File: src/design/toc_defines.svh
// Register offsets, field positions and reset values
`ifndef TOC_DEFINES_SVH
`define TOC_DEFINES_SVH

// ==========================================================
// Register indices (byte address = index * 4)
`define TOC_IDX_FORCE      8'h81
`define TOC_IDX_C7DATA     8'h83
`define TOC_IDX_SELECT     8'h80
`define TOC_IDX_C7MASK     8'h82
`define TOC_IDX_COUNT      8'h84
`define TOC_IDX_CTRL       8'h86
`define TOC_IDX_ACT_HI     8'h88
`define TOC_IDX_ACT_LO     8'h89
`define TOC_IDX_STATUS     8'h8e
`define TOC_IDX_IMASK      8'h8c
`define TOC_IDX_PDATA      8'hae
`define TOC_IDX_PDIR       8'haf
`define TOC_IDX_CMP_BASE   8'h90
`define TOC_IDX_CMP_LAST   8'h97

// ==========================================================
// Control register fields
`define TOC_CTRL_EN_BIT    7
`define TOC_CTRL_CRE_BIT   3
`define TOC_CTRL_PR_LSB    0
`define TOC_PR_MAX         3'h5

// ==========================================================
// Reset values
`define TOC_RST_BYTE       8'h00
`define TOC_RST_WORD       16'h0000
`define TOC_RST_DWORD      32'h0000_0000
`define TOC_RST_PRE        5'h00
`define TOC_RST_BIT        1'b0
`define TOC_CH7            3'h7

`endif

File: src/design/toc_pkg.sv
// Types shared by the output-compare control block
package toc_pkg;
  typedef logic [7:0]  toc_byte_t;
  typedef logic [15:0] toc_word_t;
endpackage

File: src/design/toc_timer.sv
// Output-compare control of a 16-bit eight-channel timer with APB registers
`timescale 1ns/100ps
`default_nettype none
`include "toc_defines.svh"

module toc_timer
  import toc_pkg::*;
(
  input  wire logic        pclk,
  input  wire logic        presetn,
  input  wire logic        psel,
  input  wire logic        penable,
  input  wire logic        pwrite,
  input  wire logic [11:0] paddr,
  input  wire logic [31:0] pwdata,
  output logic      [31:0] prdata,
  output logic             pready,
  output logic             pslverr,
  input  wire logic [7:0]  port_in,
  output logic      [7:0]  port_out,
  output logic      [7:0]  port_oe,
  output logic             irq
);

  // ==========================================================
  // Register state
  toc_byte_t select_r, select_nxt;
  toc_byte_t c7mask_r, c7mask_nxt;
  toc_byte_t c7data_r, c7data_nxt;
  toc_byte_t ctrl_r, ctrl_nxt;
  toc_byte_t acthi_r, acthi_nxt;
  toc_byte_t actlo_r, actlo_nxt;
  toc_byte_t status_r, status_nxt;
  toc_byte_t imask_r, imask_nxt;
  toc_byte_t pdata_r, pdata_nxt;
  toc_byte_t pdir_r, pdir_nxt;
  toc_byte_t ocl_r, ocl_nxt;
  toc_word_t count_r, count_nxt;
  logic [4:0] pre_r, pre_nxt;
  logic [31:0] prdata_r, prdata_nxt;
  toc_byte_t oe_r, oe_nxt;
  toc_byte_t pout_r, pout_nxt;
  logic      irq_r, irq_nxt;
  toc_word_t cmp_r [0:7];
  toc_word_t cmp_nxt [0:7];

  logic       wr_en;
  logic       rd_en;
  logic [9:0] idx;
  logic       tick;
  logic       cmp_sel;
  logic [2:0] cmp_ch;
  toc_byte_t  match;
  toc_byte_t  force_v;
  toc_byte_t  act;
  logic [15:0] act_fld;
  logic [15:0] act_fld_nxt;

  assign pready  = 1'b1;
  assign idx     = paddr[11:2];
  assign wr_en   = psel & penable & pwrite;
  // Read address is decoded in setup so the access-phase data is a flop
  assign rd_en   = psel & ~penable & ~pwrite;
  assign cmp_sel = (idx >= {2'b00, `TOC_IDX_CMP_BASE}) &&
                   (idx <= {2'b00, `TOC_IDX_CMP_LAST});
  assign cmp_ch  = idx[2:0];
  assign act_fld = {acthi_r, actlo_r};
  assign act_fld_nxt = {acthi_nxt, actlo_nxt};

  function automatic logic is_reg(input logic [9:0] i, input logic [7:0] r);
    is_reg = (i == {2'b00, r});
  endfunction

  // Two-bit action code of one channel from the packed action field
  function automatic logic [1:0] act_code(input logic [15:0] f,
                                          input int          ch);
    act_code = f[2*ch +: 2];
  endfunction

  // ==========================================================
  // Prescaler: divides by 2^n, ticks and wraps when all masked stages are ones
  logic [4:0] pre_mask;
  always_comb begin
    pre_mask = 5'h00;
    unique case (ctrl_r[`TOC_CTRL_PR_LSB +: 3])
      3'h0: pre_mask = 5'h00;
      3'h1: pre_mask = 5'h01;
      3'h2: pre_mask = 5'h03;
      3'h3: pre_mask = 5'h07;
      3'h4: pre_mask = 5'h0f;
      default: pre_mask = 5'h1f;
    endcase
  end

  assign tick = ctrl_r[`TOC_CTRL_EN_BIT] && ((pre_r & pre_mask) == pre_mask);

  // ==========================================================
  // Compare and force events
  always_comb begin
    for (int i = 0; i < 8; i++) begin
      // match on equal count, compare role only
      match[i] = tick && select_r[i] && (count_r == cmp_r[i]);
    end
  end

  // force bits act at the write itself
  assign force_v = (wr_en && is_reg(idx, `TOC_IDX_FORCE)) ?
                   (pwdata[7:0] & select_r) : `TOC_RST_BYTE;
  assign act     = match | force_v;

  // ==========================================================
  // Compare output lines
  always_comb begin
    ocl_nxt = ocl_r;
    for (int i = 0; i < 8; i++) begin
      if (act[i]) begin
        unique case (act_code(act_fld, i))
          2'b00: ocl_nxt[i] = ocl_r[i];
          2'b01: ocl_nxt[i] = ~ocl_r[i];
          2'b10: ocl_nxt[i] = 1'b0;
          2'b11: ocl_nxt[i] = 1'b1;
        endcase
      end
      // channel-7 copies data, and wins over others
      if (act[`TOC_CH7] && c7mask_r[i]) begin
        ocl_nxt[i] = c7data_r[i];
      end
    end
  end

  // ==========================================================
  // Pin ownership, worked from the next register state so that the pin
  // flops change at the same edge as the registers behind them
  always_comb begin
    oe_nxt   = `TOC_RST_BYTE;
    pout_nxt = `TOC_RST_BYTE;
    for (int i = 0; i < 8; i++) begin
      // nonzero action or mask forces output
      if (select_nxt[i] && ((act_code(act_fld_nxt, i) != 2'b00) ||
                            c7mask_nxt[i])) begin
        oe_nxt[i]   = 1'b1;
        pout_nxt[i] = ocl_nxt[i];
      end else begin
        // plain I/O, latched data driven when free
        oe_nxt[i]   = pdir_nxt[i];
        pout_nxt[i] = pdata_nxt[i];
      end
    end
  end

  assign irq_nxt  = |(status_nxt & imask_nxt);
  assign port_oe  = oe_r;
  assign port_out = pout_r;
  assign irq      = irq_r;

  // ==========================================================
  // Register writes and counter
  always_comb begin
    select_nxt = select_r;
    c7mask_nxt = c7mask_r;
    c7data_nxt = c7data_r;
    ctrl_nxt   = ctrl_r;
    acthi_nxt  = acthi_r;
    actlo_nxt  = actlo_r;
    imask_nxt  = imask_r;
    pdata_nxt  = pdata_r;
    pdir_nxt   = pdir_r;
    status_nxt = status_r;
    count_nxt  = count_r;
    pre_nxt    = ctrl_r[`TOC_CTRL_EN_BIT] ? ((pre_r + 5'h01) & pre_mask)
                                          : pre_r;
    for (int i = 0; i < 8; i++) begin
      cmp_nxt[i] = cmp_r[i];
    end
    if (tick) begin
      if (match[`TOC_CH7] && ctrl_r[`TOC_CTRL_CRE_BIT]) begin
        count_nxt = `TOC_RST_WORD;
      end else begin
        count_nxt = count_r + 16'h0001;
      end
    end
    if (wr_en) begin
      if (is_reg(idx, `TOC_IDX_SELECT))  select_nxt = pwdata[7:0];
      // mask write can move port_oe bits of selected channels
      if (is_reg(idx, `TOC_IDX_C7MASK))  c7mask_nxt = pwdata[7:0];
      if (is_reg(idx, `TOC_IDX_C7DATA))  c7data_nxt = pwdata[7:0];
      if (is_reg(idx, `TOC_IDX_CTRL))    ctrl_nxt   = pwdata[7:0];
      if (is_reg(idx, `TOC_IDX_ACT_HI))  acthi_nxt  = pwdata[7:0];
      if (is_reg(idx, `TOC_IDX_ACT_LO))  actlo_nxt  = pwdata[7:0];
      if (is_reg(idx, `TOC_IDX_IMASK))   imask_nxt  = pwdata[7:0];
      // always stored, reaches pin only when free
      if (is_reg(idx, `TOC_IDX_PDATA))   pdata_nxt  = pwdata[7:0];
      if (is_reg(idx, `TOC_IDX_PDIR))    pdir_nxt   = pwdata[7:0];
      if (is_reg(idx, `TOC_IDX_STATUS))  status_nxt = status_r & ~pwdata[7:0];
      if (cmp_sel)                       cmp_nxt[cmp_ch] = pwdata[15:0];
    end
    // only real matches set flags; set wins over clear
    status_nxt = status_nxt | match;
  end

  // ==========================================================
  // Read mux
  always_comb begin
    prdata_nxt = 32'h0000_0000;
    if (rd_en) begin
      if (is_reg(idx, `TOC_IDX_SELECT)) prdata_nxt[7:0] = select_r;
      if (is_reg(idx, `TOC_IDX_C7MASK)) prdata_nxt[7:0] = c7mask_r;
      if (is_reg(idx, `TOC_IDX_C7DATA)) prdata_nxt[7:0] = c7data_r;
      if (is_reg(idx, `TOC_IDX_CTRL))   prdata_nxt[7:0] = ctrl_r;
      if (is_reg(idx, `TOC_IDX_ACT_HI)) prdata_nxt[7:0] = acthi_r;
      if (is_reg(idx, `TOC_IDX_ACT_LO)) prdata_nxt[7:0] = actlo_r;
      if (is_reg(idx, `TOC_IDX_IMASK))  prdata_nxt[7:0] = imask_r;
      if (is_reg(idx, `TOC_IDX_STATUS)) prdata_nxt[7:0] = status_r;
      if (is_reg(idx, `TOC_IDX_PDIR))   prdata_nxt[7:0] = pdir_r;
      // Output pins read the latch, input pins read the pin
      if (is_reg(idx, `TOC_IDX_PDATA))
        prdata_nxt[7:0] = (pdata_r & port_oe) | (port_in & ~port_oe);
      if (is_reg(idx, `TOC_IDX_COUNT))  prdata_nxt[15:0] = count_r;
      if (cmp_sel)                      prdata_nxt[15:0] = cmp_r[cmp_ch];
      // force register reads zero, falls to default
    end
  end

  // Read data is loaded at the setup edge and stands through the access
  // phase; a count read shows the value one clock before the access
  assign prdata  = prdata_r;
  assign pslverr = 1'b0;

  always_ff @(posedge pclk or negedge presetn) begin
    if (!presetn) begin
      select_r <= `TOC_RST_BYTE;
      c7mask_r <= `TOC_RST_BYTE;
      c7data_r <= `TOC_RST_BYTE;
      ctrl_r   <= `TOC_RST_BYTE;
      acthi_r  <= `TOC_RST_BYTE;
      actlo_r  <= `TOC_RST_BYTE;
      status_r <= `TOC_RST_BYTE;
      imask_r  <= `TOC_RST_BYTE;
      pdata_r  <= `TOC_RST_BYTE;
      pdir_r   <= `TOC_RST_BYTE;
      ocl_r    <= `TOC_RST_BYTE;
      count_r  <= `TOC_RST_WORD;
      pre_r    <= `TOC_RST_PRE;
      for (int i = 0; i < 8; i++) begin
        cmp_r[i] <= `TOC_RST_WORD;
      end
    end else begin
      select_r <= select_nxt;
      c7mask_r <= c7mask_nxt;
      c7data_r <= c7data_nxt;
      ctrl_r   <= ctrl_nxt;
      acthi_r  <= acthi_nxt;
      actlo_r  <= actlo_nxt;
      status_r <= status_nxt;
      imask_r  <= imask_nxt;
      pdata_r  <= pdata_nxt;
      pdir_r   <= pdir_nxt;
      ocl_r    <= ocl_nxt;
      count_r  <= count_nxt;
      pre_r    <= pre_nxt;
      for (int i = 0; i < 8; i++) begin
        cmp_r[i] <= cmp_nxt[i];
      end
    end
  end

  // ==========================================================
  // Output flops: pins, interrupt and read data
  always_ff @(posedge pclk or negedge presetn) begin
    if (!presetn) begin
      oe_r     <= `TOC_RST_BYTE;
      pout_r   <= `TOC_RST_BYTE;
      irq_r    <= `TOC_RST_BIT;
      prdata_r <= `TOC_RST_DWORD;
    end else begin
      oe_r     <= oe_nxt;
      pout_r   <= pout_nxt;
      irq_r    <= irq_nxt;
      prdata_r <= prdata_nxt;
    end
  end

endmodule // toc_timer
`default_nettype wire

File: config.mk
export PLATFORM = sky130hd
export DESIGN_NAME = toc_timer
export DESIGN_NICKNAME = d
export VERILOG_FILES = /design/src/design/toc_pkg.sv /design/src/design/toc_timer.sv
export VERILOG_INCLUDE_DIRS = /design/src /design/src/design
export SDC_FILE = /design/constraint.sdc
export NUM_CORES = 1
export LEC_CHECK = 0
export ABC_AREA = 1
export BUFFER_PORTS_ARGS = -buffer_cell sky130_fd_sc_hd__buf_2
export CORE_ASPECT_RATIO = 2
export CORE_UTILIZATION = 60
export CTS_CLUSTER_DIAMETER = 120
export DETAILED_ROUTE_END_ITERATION = 12
export GPL_TIMING_DRIVEN = 0
export PLACE_DENSITY = 0.79
export SKIP_CTS_REPAIR_TIMING = 1
export SYNTH_ARGS = -nofsm -noshare
export SYNTH_HDL_FRONTEND = slang
export SYNTH_SLANG_ARGS = --single-unit
File: constraint.sdc
create_clock -name pclk -period 3.4 [get_ports pclk]
set_input_delay 0.17 -clock pclk [delete_from_list [all_inputs] [get_ports pclk]]
set_output_delay 0.17 -clock pclk [all_outputs]
set_load 0.1 [all_outputs]
==> run metrics <==
status finished, violations left; violations in the final reports negative hold slack; largest cells by area after synthesis sky130_fd_sc_hd__dfrtp_1, sky130_fd_sc_hd__nand2_1, sky130_fd_sc_hd__o21ai_0, sky130_fd_sc_hd__nand3_1, sky130_fd_sc_hd__inv_1; width of the die 113.5 um; Yosys Warn Count 0; crit share post-route 98.55%; H-tree lvl count 1; type of destination of the critical path flip-flop; Post-synth EDFFs 0; DIE AREA 0.02552 sq mm; Initial Util 61.05%; maximum clock rate 298.4 MHz; Placed Instances 2374; DP Wirelength 47.59 mm; worst-case vdd ir drop 0.5214 mV; average routed wire per standard cell 26.43 um; cell area after placement 0.01580 sq mm; setup violators final 0; most frequent standard cell in the layout excluding fill and tap cells sky130_fd_sc_hd__nand2_1; CTS tree built; sequential cell area 0.006756 sq mm; aggregate negative setup slack 0 ns; fillers 2117; Starting DRT DRC Count 2034; required time reported for the critical path endpoint 3.85 ns; tightest slew margin relative to the limit 15.60%; final cell count without fillers 2421; asr flop ratio synth 100.0%; Worst-Skew Late Latency 0.58 ns; count of distinct cell types in the synthesized netlist 49; part of the power in the clock network 42.4%; post-synth top area cell sky130_fd_sc_hd__dfrtp_1; Layout Cell Area excl Fill 0.01661 sq mm; number of antenna violations at the first check in global routing 0; Multi-input gate area 0.007042 sq mm; Placement Setup Slack 0.07261 ns; portion of total power attributed to sequential cells 48.5%; reported net switching power 0.001825 W; number of maximum-capacitance violations 0; first-pass GRT wire length 96.54 mm; Worst Hold Margin -0.01785 ns; maximum fanout count along the critical path 10; max-slew violation count 0; Post-Route Skew 0.01721 ns; share of synthesized area occupied by flip-flops and latches 45.31%; Yosys top cell area share 45.31%; GRT Overall Usage 52.42%; launching element type of the critical path flip-flop; Std-Cell Rows 81; Gate Count Post-Synth 1954; Period minus WS final 3.351 ns; Num CTS Buffers 25; P&R area growth vs syn 11.40%; total of flip-flops plus latches after synthesis 270; Core Box Area 0.02442 sq mm; IO Port Bufs 70; total power per unit cell area 402.8 mW/mm^2; startpoint-to-endpoint class of the critical path flip-flop to flip-flop; detailed-route via count 15540; remaining design rule violation count 0; Hold Crit Class input port to flip-flop; clock sink count 270; RePlAce Congestion 1.112; slew at the pin with the worst max-slew slack 1.256 ns; PnR Total Power 0.006691 W; GRT Residual Overflow 0; maximum number of pins on one net before global-route repair 99; buffer cell driving the clock tree root sky130_fd_sc_hd__clkbuf_16; final hold vios 10; Lkg Pwr 8.069 nW; internal power summed over all cells 0.004866 W; number of nets in the layout 2130; largest buffer count on any clock path 3; routed via count divided by cell count 6.419; Top Ports 108; ANT nets after route 0; Data arrival, critical path 3.80 ns; most used flip-flop cell after synthesis sky130_fd_sc_hd__dfrtp_1; wirelength, routed 63.99 mm; Gate power share 9.1%; highest-count cells in the layout ignoring fill and taps sky130_fd_sc_hd__nand2_1, sky130_fd_sc_hd__dfrtp_1, sky130_fd_sc_hd__o21ai_0, sky130_fd_sc_hd__inv_1, sky130_fd_sc_hd__nand3_1; number of global-route vias before repair 15660; Reg clk slew, reported paths 0.07 ns; final critical-path setup slack 0.04930 ns; Synth Cell Area 0.01491 sq mm; overall die height 224.9 um; DR pass1 iterations 6; Avg Synthesized Cell Area 7.631 sq um; share of final-layout standard cells stronger than drive strength 1 10.68%; Switching Share 27.27%
final timing paths:
kind | cells after the start | slack [ns] | to | start
worst max-delay path | 17 | 0.05 | irq$_DFF_PN0_ | ctrl_r[7]$_DFFE_PN0P_
worst min-delay path | 3 | -0.02 | cmp_r[94]$_DFFE_PN0P_ | pwdata[14]
worst max register to register | 17 | 0.05 | irq$_DFF_PN0_ | ctrl_r[7]$_DFFE_PN0P_
worst min register to register | 2 | 0.49 | c7data_r[5]$_DFFE_PN0P_ | c7data_r[5]$_DFFE_PN0P_
max in group asynchronous | 4 | 1.86 | acthi_r[5]$_DFF_PN0_ | presetn
min in group asynchronous | 2 | 0.14 | port_oe[0]$_DFF_PN0_ | presetn
power by group through the flow:
stage / sequential [W] / clock, W / combinational (W)
2_1_floorplan: 0.00331 / 0 / 0.000312
3_3_place_gp: 0.00331 / 0 / 0.000558
3_5_place_dp: 0.00331 / 0 / 0.000573
4_1_cts: 0.00325 / 0.00278 / 0.000575
5_1_grt: 0.00325 / 0.00291 / 0.000640
6_report: 0.00325 / 0.00284 / 0.000610
cell usage after synthesis, types with 9 or more instances:
cell type / n
sky130_fd_sc_hd__dfrtp_1: 270
sky130_fd_sc_hd__o211ai_1: 13
sky130_fd_sc_hd__nor3_1: 38
sky130_fd_sc_hd__or2_2: 29
sky130_fd_sc_hd__inv_1: 162
sky130_fd_sc_hd__nand4_1: 32
sky130_fd_sc_hd__xor2_1: 37
sky130_fd_sc_hd__nand2_1: 527
sky130_fd_sc_hd__nor4_1: 10
sky130_fd_sc_hd__o22ai_1: 53
sky130_fd_sc_hd__clkbuf_1: 56
sky130_fd_sc_hd__a21oi_1: 26
sky130_fd_sc_hd__nor2_1: 107
sky130_fd_sc_hd__buf_2: 27
sky130_fd_sc_hd__nand3_1: 150
sky130_fd_sc_hd__and2_1: 9
sky130_fd_sc_hd__o21ai_0: 249
sky130_fd_sc_hd__buf_4: 18
sky130_fd_sc_hd__xnor2_1: 44
layout make-up:
type,instances,area share [%]
Antenna cell,1,0.01506
Buffer,109,3.224
Clock buffer,36,4.196
Clock inverter,8,0.4896
Inverter,171,3.902
Multi-Input combinational cell,1420,42.39
Sequential cell,270,40.67
Tap cell,332,2.501
Timing Repair Buffer,74,2.606
through the flow:
step,util [%],hold WS [ns]
2_1_floorplan,-,-0.1256
3_3_place_gp,64.43,0.4684
3_5_place_dp,64.69,0.1692
4_1_cts,67.88,-0.4079
5_1_grt,68.00,0.006673
6_report,68.01,-0.01785
critical path, stage by stage (launching register included):
cell and delay, ns:
sky130_fd_sc_hd__dfrtp_1 0.36, sky130_fd_sc_hd__buf_2 0.22, sky130_fd_sc_hd__inv_1 0.17, sky130_fd_sc_hd__nor2_1 0.08, sky130_fd_sc_hd__nand2_1 0.07, sky130_fd_sc_hd__o21ai_0 0.11
sky130_fd_sc_hd__nand2_1 0.09, sky130_fd_sc_hd__inv_1 0.05, sky130_fd_sc_hd__nand2_2 0.24, sky130_fd_sc_hd__clkinvlp_4 0.34, sky130_fd_sc_hd__buf_4 0.24, sky130_fd_sc_hd__buf_2 0.27
sky130_fd_sc_hd__nand3_1 0.23, sky130_fd_sc_hd__nand2_1 0.11, sky130_fd_sc_hd__nand2_1 0.07, sky130_fd_sc_hd__nand2_1 0.08, sky130_fd_sc_hd__nor2_1 0.33, sky130_fd_sc_hd__nand2_1 0.10
flip-flops by register name, indices dropped and copies added, names as in the netlist:
register / cells
port_out: 8
irq: 1
count_r: 16
imask_r: 8
port_oe: 8
ocl_r: 8
pdir_r: 8
ctrl_r: 8
c7mask_r: 8
pdata_r: 8
status_r: 8
actlo_r: 8
select_r: 8
prdata: 16
c7data_r: 8
acthi_r: 8
pre_r: 5
cmp_r: 128
kinds of logic (layout without fill, tap and decap cells):
family                     count (synthesis)  after routing  share of synthesized area [%]
DFF                                      270            270                          45.31
other                                      2             19                        0.05037
xor gates and xnor gates                  81             81                          4.758
AOI/OAI and AO/OA                        377            377                          13.90
muxes                                      4              4                         0.3021
and+or+nand+nor                          938            938                          27.61
adders and majority gates                  2              2                         0.1678
buffers and inverters                    280            398                          7.896
per-layer routing:
metal	vias to the layer above	GRT usage, %	part of all wire (%)	wire [um]
met5	-	0	0	0
met4	0	57.13	14	9254
met3	522	16.25	8.9	5693
met2	1156	85.31	48	30490
met1	7221	49.20	29	18550
li1	6641	-	-	-
Power figures use the tool's default switching activity.
